$ cat config.mk
export PLATFORM = sky130hd
export DESIGN_NAME = microcore_mode_set
export DESIGN_NICKNAME = d
export VERILOG_FILES = /design/src/hdl/mode_set_pkg.sv /design/src/hdl/mode_bus_if.sv /design/src/hdl/dac_slice_router.sv /design/src/hdl/ram_read_formatter.sv /design/src/hdl/microcore_mode_set.sv
export VERILOG_INCLUDE_DIRS = /design/src /design/src/hdl
export SDC_FILE = /design/constraint.sdc
export NUM_CORES = 1
export LEC_CHECK = 0
export BUFFER_PORTS_ARGS = -buffer_cell sky130_fd_sc_hd__buf_4
export CAP_MARGIN = 10
export CORE_MARGIN = 1.5
export CORE_UTILIZATION = 45
export DETAILED_ROUTE_END_ITERATION = 8
export PLACE_DENSITY = 0.79
export SLEW_MARGIN = 40
export SYNTH_ARGS = -nofsm -noshare
export SYNTH_HDL_FRONTEND = slang
export SYNTH_SLANG_ARGS = --single-unit
$ cat constraint.sdc
create_clock -name ref_clk -period 4 [get_ports ref_clk]
set_input_delay 0.4 -clock ref_clk [delete_from_list [all_inputs] [get_ports ref_clk]]
set_output_delay 0.4 -clock ref_clk [all_outputs]
set_load 0.02 [all_outputs]
$ cat src/hdl/mode_set_cfg.svh
`ifndef MODE_SET_CFG_SVH
`define MODE_SET_CFG_SVH

// Instruction match patterns and masks
`define OP_DAC_MODE        16'h3584
`define MASK_DAC_MODE      16'hfffc
`define OP_RAM_MODE        16'h3580
`define MASK_RAM_MODE      16'hfffc
`define OP_EOA_MODE        16'h3520
`define MASK_EOA_MODE      16'hfff8
`define OP_FLAG_SET        16'h34e0
`define MASK_FLAG_SET      16'hffe0
`define OP_FW_MODE         16'h3590
`define MASK_FW_MODE       16'hfffe
`define OP_CTRL_BIT        16'h3740
`define MASK_CTRL_BIT      16'hffe8

// Operand field positions
`define MODE_FIELD_LSB     0
`define EOA_MASK_BIT       2
`define FLAG_LEVEL_BIT     4
`define FLAG_INDEX_LSB     0
`define CTRL_INDEX_LSB     0
`define FW_MODE_BIT        0

// DAC slice access codes
`define DAC_SLICE_BOOST    2'h0
`define DAC_SLICE_VALUE    2'h1
`define DAC_SLICE_OFFSET   2'h2
`define DAC_SLICE_FULL     2'h3

// Data RAM read codes
`define RAM_READ_WORD      2'h0
`define RAM_READ_LOW       2'h1
`define RAM_READ_HIGH      2'h2
`define RAM_READ_SWAP      2'h3

// Bootstrap switch codes
`define BS_KEEP            2'h0
`define BS_ON              2'h1
`define BS_NEUTRAL         2'h2
`define BS_OFF             2'h3

// DAC data field positions on the access bus
`define DAC_VALUE_LSB      0
`define DAC_OFFSET_LSB     8
`define DAC_NEG_LSB        8

// Output codes shared with the output-select operand
`define OUT_HS1            4'h0
`define OUT_HS2            4'h1
`define OUT_HS3            4'h2
`define OUT_HS4            4'h3
`define OUT_HS5            4'h4
`define OUT_LS4            4'h8
`define OUT_LS5            4'h9
`define OUT_LS6            4'ha
`define OUT_LS7            4'hb
`define OUT_NONE           4'hc

// Reset values
`define RST_DAC_SLICE      `DAC_SLICE_VALUE
`define RST_RAM_READ       `RAM_READ_WORD
`define RST_BS_MODE        `BS_OFF
`define RST_HS_MASK        1'b0
`define RST_FW_AUTO        1'b0

`endif

$ cat src/hdl/mode_set_pkg.sv
package mode_set_pkg;
    typedef logic [1:0] slice_code_t;
    typedef logic [1:0] ram_code_t;
    typedef logic [1:0] bs_code_t;
    typedef logic [3:0] out_code_t;
endpackage

$ cat src/hdl/mode_bus_if.sv
`timescale 1ns/1ps
interface mode_bus_if;
    import mode_set_pkg::*;
    slice_code_t dacSliceSelect;
    ram_code_t   ramReadSelect;
    modport source  (output dacSliceSelect, output ramReadSelect);
    modport dacSide (input dacSliceSelect);
    modport ramSide (input ramReadSelect);
endinterface

$ cat src/hdl/dac_slice_router.sv
`timescale 1ns/1ps
`include "mode_set_cfg.svh"
module dac_slice_router import mode_set_pkg::*; (
    mode_bus_if.dacSide     modeBus,
    input  wire logic       accessShared,
    input  wire logic [7:0] dacValue,
    input  wire logic [5:0] dacOffset,
    input  wire logic [7:0] dac4hValue,
    input  wire logic [3:0] dacNegValue,
    input  wire logic [7:0] dacBoostValue,
    output logic      [15:0] readWord,
    output logic            selValue,
    output logic            selOffset,
    output logic            sel4h,
    output logic            selNeg,
    output logic            selBoost
);
    // Slice selection from the current access mode and target address
    always_comb begin
        selValue  = 1'b0;
        selOffset = 1'b0;
        sel4h     = 1'b0;
        selNeg    = 1'b0;
        selBoost  = 1'b0;
        unique case (modeBus.dacSliceSelect)
            `DAC_SLICE_BOOST: begin
                selBoost = accessShared;
            end
            `DAC_SLICE_VALUE: begin
                selValue = !accessShared;
                sel4h    = accessShared;
            end
            `DAC_SLICE_OFFSET: begin
                selOffset = !accessShared;
                selNeg    = accessShared;
            end
            `DAC_SLICE_FULL: begin
                selValue  = !accessShared;
                selOffset = !accessShared;
                sel4h     = accessShared;
                selNeg    = accessShared;
            end
        endcase
    end

    // Read word assembly, unselected slices read as zero
    always_comb begin
        readWord = 16'h0000;
        if (selValue)  readWord[`DAC_VALUE_LSB +: 8]  = dacValue;
        if (sel4h)     readWord[`DAC_VALUE_LSB +: 8]  = dac4hValue;
        if (selBoost)  readWord[`DAC_VALUE_LSB +: 8]  = dacBoostValue;
        if (selOffset) readWord[`DAC_OFFSET_LSB +: 6] = dacOffset;
        if (selNeg)    readWord[`DAC_NEG_LSB +: 4]    = dacNegValue;
    end
endmodule

$ cat src/hdl/ram_read_formatter.sv
`timescale 1ns/1ps
`include "mode_set_cfg.svh"
module ram_read_formatter import mode_set_pkg::*; (
    mode_bus_if.ramSide      modeBus,
    input  wire logic [15:0] sourceWord,
    output logic      [15:0] formattedWord
);
    // Byte selection for loads from data memory
    always_comb begin
        unique case (modeBus.ramReadSelect)
            `RAM_READ_WORD: formattedWord = sourceWord;
            `RAM_READ_LOW:  formattedWord = {8'h00, sourceWord[7:0]};
            `RAM_READ_HIGH: formattedWord = {8'h00, sourceWord[15:8]};
            `RAM_READ_SWAP: formattedWord = {sourceWord[7:0], sourceWord[15:8]};
        endcase
    end
endmodule

$ cat src/hdl/microcore_mode_set.sv
`timescale 1ns/1ps
`include "mode_set_cfg.svh"
// Summary of operation
// - Bits 1:0 of the DAC mode instruction pick boost, value, offset or full.
// - Value mode maps DAC address to value, shared address to 4h; low byte.
// - Offset mode reads offset in bits 13-8, negative threshold in 11-8.
// - Full mode covers value plus offset, or 4h plus negative, per access.
// - Shared address reaches boost in boost mode; DAC address reaches nothing.
// - DAC access mode resets to value mode.
// - Data RAM read mode is bits 1:0: word, low, high, swap.
// - Low mode returns the low byte with upper byte zero.
// - High mode returns the high byte in low position, upper byte zero.
// - Swap mode exchanges bytes; word mode passes all sixteen bits.
// - Read mode applies to later loads; resets to word.
// - End-of-actuation switch code applies to every high side this core drives.
// - Mask bit forces the source threshold to zero, else threshold register.
// - Reset leaves thresholds unmasked and bootstrap forced off.
// - Flag instruction writes bit 4 level into flag chosen by bits 3:0.
// - Freewheel instruction bit 0 selects manual or automatic control.
// - Automatic freewheel driver follows the first shortcut high side.
// - Freewheel mode change needs drive rights for the freewheel output.
// - Freewheel control resets to manual.
// - Control bit instruction sets bits 0 to 7 via a three-bit index.
module microcore_mode_set import mode_set_pkg::*; #(
    parameter int NUM_HS    = 5,
    parameter int NUM_FLAGS = 16
) (
    input  wire logic                  ref_clk,
    input  wire logic                  reset_n,
    input  wire logic                  instrValid,
    input  wire logic [15:0]           instrWord,
    input  wire logic [11:0]           outputAccess,
    input  wire logic [3:0]            firstShortcut,
    input  wire logic [NUM_HS*3-1:0]   highSideThresholdReg,
    input  wire logic                  dacAccess,
    input  wire logic                  dacShared,
    input  wire logic                  dacWrite,
    input  wire logic [15:0]           dacWrData,
    input  wire logic                  ramLoad,
    input  wire logic [15:0]           ramWord,
    output logic      [1:0]            dacSliceSelect,
    output logic      [1:0]            ramReadSelect,
    output logic      [15:0]           dacRdData,
    output logic                       dacRdValid,
    output logic      [15:0]           loadData,
    output logic                       loadValid,
    output logic      [NUM_HS*2-1:0]   bootstrapMode,
    output logic      [NUM_HS*3-1:0]   hsThreshold,
    output logic      [NUM_FLAGS-1:0]  flagBits,
    output logic                       freewheelAuto,
    output logic      [3:0]            freewheelDriver,
    output logic      [7:0]            controlBits
);
    // Operand encodings fix these sizes
    if (NUM_HS != 5) begin : g_hs_check
        $error("NUM_HS must be 5");
    end
    if (NUM_FLAGS != 16) begin : g_flag_check
        $error("NUM_FLAGS must be 16");
    end

    typedef struct packed {
        slice_code_t                dacSlice;
        ram_code_t                  ramRead;
        logic [NUM_HS*2-1:0]        bsMode;
        logic [NUM_HS-1:0]          hsMask;
        logic [NUM_HS*3-1:0]        hsThr;
        logic [NUM_FLAGS-1:0]       flags;
        logic                       fwAuto;
        out_code_t                  fwDriver;
        logic [7:0]                 ctrlBits;
        logic [7:0]                 dacValue;
        logic [5:0]                 dacOffset;
        logic [7:0]                 dac4h;
        logic [3:0]                 dacNeg;
        logic [7:0]                 dacBoost;
        logic [15:0]                rdData;
        logic                       rdValid;
        logic [15:0]                ldData;
        logic                       ldValid;
    } core_state_t;

    core_state_t s_q;
    core_state_t s_d;

    mode_bus_if modeBus ();

    logic [15:0] routedRead;
    logic        selValue;
    logic        selOffset;
    logic        sel4h;
    logic        selNeg;
    logic        selBoost;
    logic [15:0] formattedWord;
    logic        isDacMode;
    logic        isRamMode;
    logic        isEoa;
    logic        isFlag;
    logic        isFw;
    logic        isCtrl;
    out_code_t   fwTarget;
    logic        fwRight;
    logic        dacWrEn;

    // Current modes go to the slice router and load formatter
    assign modeBus.dacSliceSelect = s_q.dacSlice;
    assign modeBus.ramReadSelect  = s_q.ramRead;

    dac_slice_router u_router (
        .modeBus       (modeBus),
        .accessShared  (dacShared),
        .dacValue      (s_q.dacValue),
        .dacOffset     (s_q.dacOffset),
        .dac4hValue    (s_q.dac4h),
        .dacNegValue   (s_q.dacNeg),
        .dacBoostValue (s_q.dacBoost),
        .readWord      (routedRead),
        .selValue      (selValue),
        .selOffset     (selOffset),
        .sel4h         (sel4h),
        .selNeg        (selNeg),
        .selBoost      (selBoost)
    );

    ram_read_formatter u_format (
        .modeBus       (modeBus),
        .sourceWord    (ramWord),
        .formattedWord (formattedWord)
    );

    // Instruction decode
    assign isDacMode = instrValid && ((instrWord & `MASK_DAC_MODE) == `OP_DAC_MODE);
    assign isRamMode = instrValid && ((instrWord & `MASK_RAM_MODE) == `OP_RAM_MODE);
    assign isEoa     = instrValid && ((instrWord & `MASK_EOA_MODE) == `OP_EOA_MODE);
    assign isFlag    = instrValid && ((instrWord & `MASK_FLAG_SET) == `OP_FLAG_SET);
    assign isFw      = instrValid && ((instrWord & `MASK_FW_MODE) == `OP_FW_MODE);
    assign isCtrl    = instrValid && ((instrWord & `MASK_CTRL_BIT) == `OP_CTRL_BIT);
    assign dacWrEn   = dacAccess && dacWrite;

    // Freewheel driver paired with the first shortcut high side
    always_comb begin
        unique case (firstShortcut)
            `OUT_HS1: fwTarget = `OUT_LS5;
            `OUT_HS2: fwTarget = `OUT_LS6;
            `OUT_HS3: fwTarget = `OUT_LS7;
            `OUT_HS4: fwTarget = `OUT_HS5;
            `OUT_HS5: fwTarget = `OUT_LS4;
            default:  fwTarget = `OUT_NONE;
        endcase
    end

    // No right exists for an undefined freewheel target
    assign fwRight = (fwTarget != `OUT_NONE) && outputAccess[fwTarget];

    // Next-state computation; updates land at the edge ending the instruction
    always_comb begin
        s_d = s_q;
        s_d.rdValid = 1'b0;
        s_d.ldValid = 1'b0;

        if (isDacMode) begin
            s_d.dacSlice = instrWord[`MODE_FIELD_LSB +: 2];
        end
        if (isRamMode) begin
            s_d.ramRead = instrWord[`MODE_FIELD_LSB +: 2];
        end

        // End of actuation applies only to high sides this core may drive
        if (isEoa) begin
            for (int i = 0; i < NUM_HS; i++) begin
                if (outputAccess[i]) begin
                    if (instrWord[1:0] != `BS_KEEP) begin
                        s_d.bsMode[i*2 +: 2] = instrWord[1:0];
                    end
                    s_d.hsMask[i] = instrWord[`EOA_MASK_BIT];
                end
            end
        end

        // Source thresholds follow the register unless masked
        for (int i = 0; i < NUM_HS; i++) begin
            s_d.hsThr[i*3 +: 3] = s_q.hsMask[i] ? 3'h0
                                                : highSideThresholdReg[i*3 +: 3];
        end

        if (isFlag) begin
            s_d.flags[instrWord[`FLAG_INDEX_LSB +: 4]] = instrWord[`FLAG_LEVEL_BIT];
        end
        if (isCtrl) begin
            s_d.ctrlBits[instrWord[`CTRL_INDEX_LSB +: 3]] = instrWord[`FLAG_LEVEL_BIT];
        end
        if (isFw && fwRight) begin
            s_d.fwAuto = instrWord[`FW_MODE_BIT];
        end

        // Driver handed to the output stage while automatic control is on
        s_d.fwDriver = s_d.fwAuto ? fwTarget : `OUT_NONE;

        // DAC slice writes use the router's selection
        if (dacWrEn) begin
            if (selValue)  s_d.dacValue  = dacWrData[`DAC_VALUE_LSB +: 8];
            if (sel4h)     s_d.dac4h     = dacWrData[`DAC_VALUE_LSB +: 8];
            if (selBoost)  s_d.dacBoost  = dacWrData[`DAC_VALUE_LSB +: 8];
            if (selOffset) s_d.dacOffset = dacWrData[`DAC_OFFSET_LSB +: 6];
            if (selNeg)    s_d.dacNeg    = dacWrData[`DAC_NEG_LSB +: 4];
        end

        // DAC reads answer one cycle after the access
        if (dacAccess && !dacWrite) begin
            s_d.rdData  = routedRead;
            s_d.rdValid = 1'b1;
        end

        // Loads are formatted by the mode already in force
        if (ramLoad) begin
            s_d.ldData  = formattedWord;
            s_d.ldValid = 1'b1;
        end
    end

    // State register
    always_ff @(posedge ref_clk or negedge reset_n) begin
        if (!reset_n) begin
            s_q          <= '0;
            s_q.dacSlice <= `RST_DAC_SLICE;
            s_q.ramRead  <= `RST_RAM_READ;
            s_q.bsMode   <= {NUM_HS{`RST_BS_MODE}};
            s_q.hsMask   <= {NUM_HS{`RST_HS_MASK}};
            s_q.fwAuto   <= `RST_FW_AUTO;
            s_q.fwDriver <= `OUT_NONE;
        end else begin
            s_q <= s_d;
        end
    end

    // Outputs straight from the state register
    assign dacSliceSelect  = s_q.dacSlice;
    assign ramReadSelect   = s_q.ramRead;
    assign dacRdData       = s_q.rdData;
    assign dacRdValid      = s_q.rdValid;
    assign loadData        = s_q.ldData;
    assign loadValid       = s_q.ldValid;
    assign bootstrapMode   = s_q.bsMode;
    assign hsThreshold     = s_q.hsThr;
    assign flagBits        = s_q.flags;
    assign freewheelAuto   = s_q.fwAuto;
    assign freewheelDriver = s_q.fwDriver;
    assign controlBits     = s_q.ctrlBits;
endmodule

Word level (Yosys, flattened, before mapping)
Cells that the tools add are included.
- $lt $le $gt $ge: 5
- equality and inequality tests: 17
- mux-type cells: 29
- reduce and logical (&&, ||, !) cells: 35
- operators with widths (operator ; number):
    case mux 16 bit (4 select lines) ; 1
    == test 14 x 12 -> 1 bit (second input constant) ; 2
    two-way mux 8 bit ; 3
    case mux 4 bit (5 select lines) ; 1
    AND reduction 2 bit ; 10
    bitwise mux 16 bit ; 1
    == test 15 x 13 -> 1 bit (second input constant) ; 1
    two-way mux 3 bit ; 5
    AND reduction 3 bit ; 5
    == test 13 x 11 -> 1 bit (second input constant) ; 1
    == test 12 x 10 -> 1 bit (second input constant) ; 1
    logical AND 1 bit ; 12
    == test 11 x 9 -> 1 bit (second input constant) ; 1
    two-way mux 1 bit ; 11
    less-than comparator 4 x 5 -> 1 bit (second input constant) ; 2
    bitwise mux 8 bit ; 1
    == test 2 bit (second input constant) ; 4
    == test 4 x 2 -> 1 bit (second input constant) ; 2
    two-way mux 4 bit ; 2
    two-way mux 6 bit ; 1
    binary-select mux 1 bit (select 4 bit) ; 1
    demux 1 bit (select 4 bit) ; 1
    == test 2 x 1 -> 1 bit (second input constant) ; 2
    == test 4 x 1 -> 1 bit (second input constant) ; 1
    11 further kinds ; 14
- register bits after elaboration: 129
- input bits: 86
- output and inout bits: 92

Longest topological paths before layout
- word-level depth: 8
- depth in mapped cells: 6
- depth with buffers taken out: 4

By module
From an unflattened synthesis, not the netlist that was laid out.
- cells, all modules: 529
- area total of the unflattened synthesis: 6557.5 um^2
- by module, submodules not included (module ; times used ; cells each ; area an instance (um^2) ; sequential area each (um^2)):
    microcore_mode_set ; 1 ; 461 ; 6005.8 ; 3294.4
    dac_slice_router ; 1 ; 48 ; 354.1 ; 0.0
    ram_read_formatter ; 1 ; 20 ; 197.7 ; 0.0

Worst setup path after synthesis
Ideal clock, no wire load.
- path kind: input port to flip-flop
- from: input instrWord[3]
- to: register s_q, in the netlist freewheelAuto
- data arrival time: 1.903 ns
- data required time: 3.875 ns
- path slack: 1.972 ns
- stages: 6
- cell sequence: buf_6 -> or4b_1 -> nor4_1 -> and4b_1 -> buf_4 -> mux2_2
- RTL lines (what ; line ; source):
    from (decl) ; microcore_mode_set.sv:31 ; input wire logic [15:0] instrWord,
    to (decl) ; microcore_mode_set.sv:83 ; core_state_t s_q;

Worst setup path in the final report
- from: register s_q, in the netlist dacSliceSelect[1]
- to: register s_q[39] (netlist name)
- longest elaborated chain between the ends: 3
- ends and longest elaborated chain (what ; line ; source):
    zero test 2 bit ; dac_slice_router.sv:25 ; unique case (modeBus.dacSliceSelect)
    two-way mux 1 bit ; dac_slice_router.sv:25 ;
    AND reduction 2 bit (no source line) ; n/a ;
Every way passes these cells.
A chain may end at the register's enable or synchronous reset.

==> results.yml <==
worst_setup_path:
  rr_startpoint: "dacSliceSelect[1]"
  required_ns: 4.29
  crit_path_top_delay_cell: "nor3_2"
  path_cells: "nand2b_1 -> nor3_2 -> mux2_2"
  arrival_ns: 2.38
  rrSetupSlack_ns: 1.90
  rr_worst_depth: 3
  worstPathMaxFanout: 9
  cp-end-kind: "register"
  reg2reg_to: "s_q[39]"
  startpoint_type: "register"
  max_stage_delay_ns: 0.71
  path_class: "reg -> reg"
synthesis:
  synth_edf_count: 0
  synth_seq_cells: 129
  synthCells: 567
  netlist.area_leader.share: 0.455
  syn-cell-area_um2: 6380
  yosys_warnings: 0
  synth_commonest_cells: "dfrtp_1, buf_4, mux2_2"
  yosys_most_used_dff: "dfrtp_1"
  yosysMostFrequentCell: "dfrtp_1"
  syn_avg_cell_area_um2: 11.3
  ys_async_sr_fraction: 1.00
  yosysUniqueCellTypes: 48
  synthTopCellsByArea: "dfrtp_1, mux2_2, buf_4"
  ys_seq_area_frac: 0.509
  yosysTopAreaCell: "dfrtp_1"
cells_and_area:
  drive_above_1_share: 0.459
  post-route-cell-area_um2: 7730
  nets: 724
  areaGrowthSynthToFinish_pct: 21.2
  n_antenna_cell: 0
power_and_ir_drop:
  powerDensity_nw_per_um2: 429
  p_total_mw: 3.32
  max-vdd-ir-drop_v: 0.000230
  p_leak_nw: 3.66
placed_design:
  pre_cts_ws_ns: 1.60
  gp_congestion: 0.827
  placed_area_um2: 7110
  place_hpwl_um: 10100
  numPortBuffers: 170
grt:
  grt_use_met1: 0.236
  grt_start_max_net_pins: 77
  grt_pass1_wl_um: 22600
  grt_usage: 0.196
  grt-ovfl-total: 0
  global_route.peak_usage_layer: "met2"
  grt_antenna_before_repair: 0
  grt_use_met3: 0.0595
  grt_pass1_vias: 4500
  grt_use_met2: 0.325
timing:
  tns_ns: 0
  period_share: 0.524
  maxSlewViolCount: 0
  layout_setup_ws_ns: 1.90
  skew_ns: 0.00433
  layout_min_cycle_time_ns: 2.10
  rsz0062_at_grt: "false"
  slew_headroom: 0.497
  setup_viol: 0
  worst_pin_slew_ns: 0.751
  hold_slack_ns: 0.0351
  fmax_ghz: 0.477
  hold_viol: 0
drt:
  wl_um: 14000
  viasPerCell: 5.30
  drtAntennaViolNets: 0
  drt_first_iter_violations: 256
  firstDrtPassIters: 5
  drc_errors: 0
  vias: 4402
  wl_per_cell_um: 16.9
clocking:
  tritoncts: "yes"
  cts_resized: 0
  clkSlewWorstSetupHoldPaths_ns: 0.05
  holdBufCountCts: 0
  cts_buffers: 17
  cts_buffer_depth: 2
  cts_num_sinks: 129
  cts_max_level: 4
  clock_latency_ns: 0.41
  cts.root.buffer_cell: "clkbuf_16"
  post-cts-setup-buffer-count: 0
die:
  fp.dieW_um: 122
  core_um2: 13900
  die_y_um: 122
  start_util: 0.460
  dieArea_um2: 14900
  pin_count: 178
  num_rows: 43
min_path:
  hold_class: "in -> async"
run:
  cap_violations: 0
outcome:
  status: "complete, no violations"
-- cells by family (layout without fill, tap and decap cells) --
family                   after synthesis  after routing  share of synthesized area
AND/OR/NAND/NOR                      150            150                      0.136
other                                  1              2                   0.000588
flip-flops                           129            129                      0.509
buffers and inverters                122            205                      0.126
multiplexers                          93             93                      0.161
AO/OA/AOI/OAI                         70             70                     0.0647
XOR/XNOR                               1              1                    0.00137
adder cells (fa/ha/maj)                1              1                    0.00157
-- routing by layer --
layer  vias to the layer above  part of all wire
met5                         -                 0
met4                         0             0.020
met3                        26             0.076
met2                       166              0.50
met1                      2169              0.41
li1                       2041                 -
-- where the power goes --
| group | internal (mW) | total [mW] | switching (mW) |
|---|---|---|---|
| clock network | 1.06 | 1.60 | 0.538 |
| registers | 1.36 | 1.39 | 0.0279 |
| logic | 0.151 | 0.332 | 0.181 |
-- critical path, delay by kind of cell, from the launching register on --
| kind | cells | cell delay [ns] |
|---|---|---|
| mux | 1 | 0.42 |
| flops | 1 | 0.46 |
| simple gates | 2 | 1.09 |
-- layout make-up --
class / count / area, um2
clock inverters: 8 / 125
flip-flops and latches: 129 / 3240
fillers: 1154 / 6150
clock buffers: 24 / 502
repair buffers: 171 / 1300
multi-input cells: 317 / 2330
well taps: 180 / 225
inverters: 2 / 7.51
-- placed cells by master, fill, tap and decap left out, types with 3 or more instances in the layout --
cell type	instances
a21oi_1	24
a22oi_1	8
and3b_1	3
buf_4	170
bufinv_16	3
clkbuf_16	17
clkbuf_8	5
clkinvlp_4	4
dfrtp_1	116
dfstp_2	13
mux2_2	78
mux2i_1	15
nand2_1	28
nand3_1	25
nand3b_1	3
nand4_1	5
nand4b_1	3
nor2_1	22
nor2b_1	17
nor3_1	3
nor3b_1	18
nor4_1	3
o21ai_0	13
o21ai_1	10
o31ai_1	10
-- through the flow --
step / util / std cells
final: 0.557 / 831
after floorplan: - / 568
after global placement: 0.512 / 799
after global routing: 0.557 / 831
after CTS: 0.557 / 831
after detailed placement: 0.512 / 799
-- registers in the layout, summed over array words and instances, names as in the netlist --
register / flops
s_q: 39
flagBits: 16
loadData: 16
hsThreshold: 15
dacRdData: 14
bootstrapMode: 10
controlBits: 8
freewheelDriver: 4
dacSliceSelect: 2
ramReadSelect: 2
dacRdValid: 1
freewheelAuto: 1
loadValid: 1
-- worst max-delay path by stage --
| stage | from | to | slack (ns) | depth (start not counted) |
|---|---|---|---|---|
| CTS | dacSliceSelect[1] | s_q[39] | 1.89 | 3 |
| global placement | instrWord[3] | ramReadSelect[1] | 1.59 | 5 |
| finish | dacSliceSelect[1] | s_q[39] | 1.90 | 3 |
| global route | dacSliceSelect[1] | s_q[39] | 1.78 | 3 |
| detailed placement | instrWord[3] | ramReadSelect[0] | 1.60 | 5 |
| floorplan | instrWord[3] | freewheelAuto | 1.97 | 6 |
No activity file was read; power rests on OpenSTA's default activity.
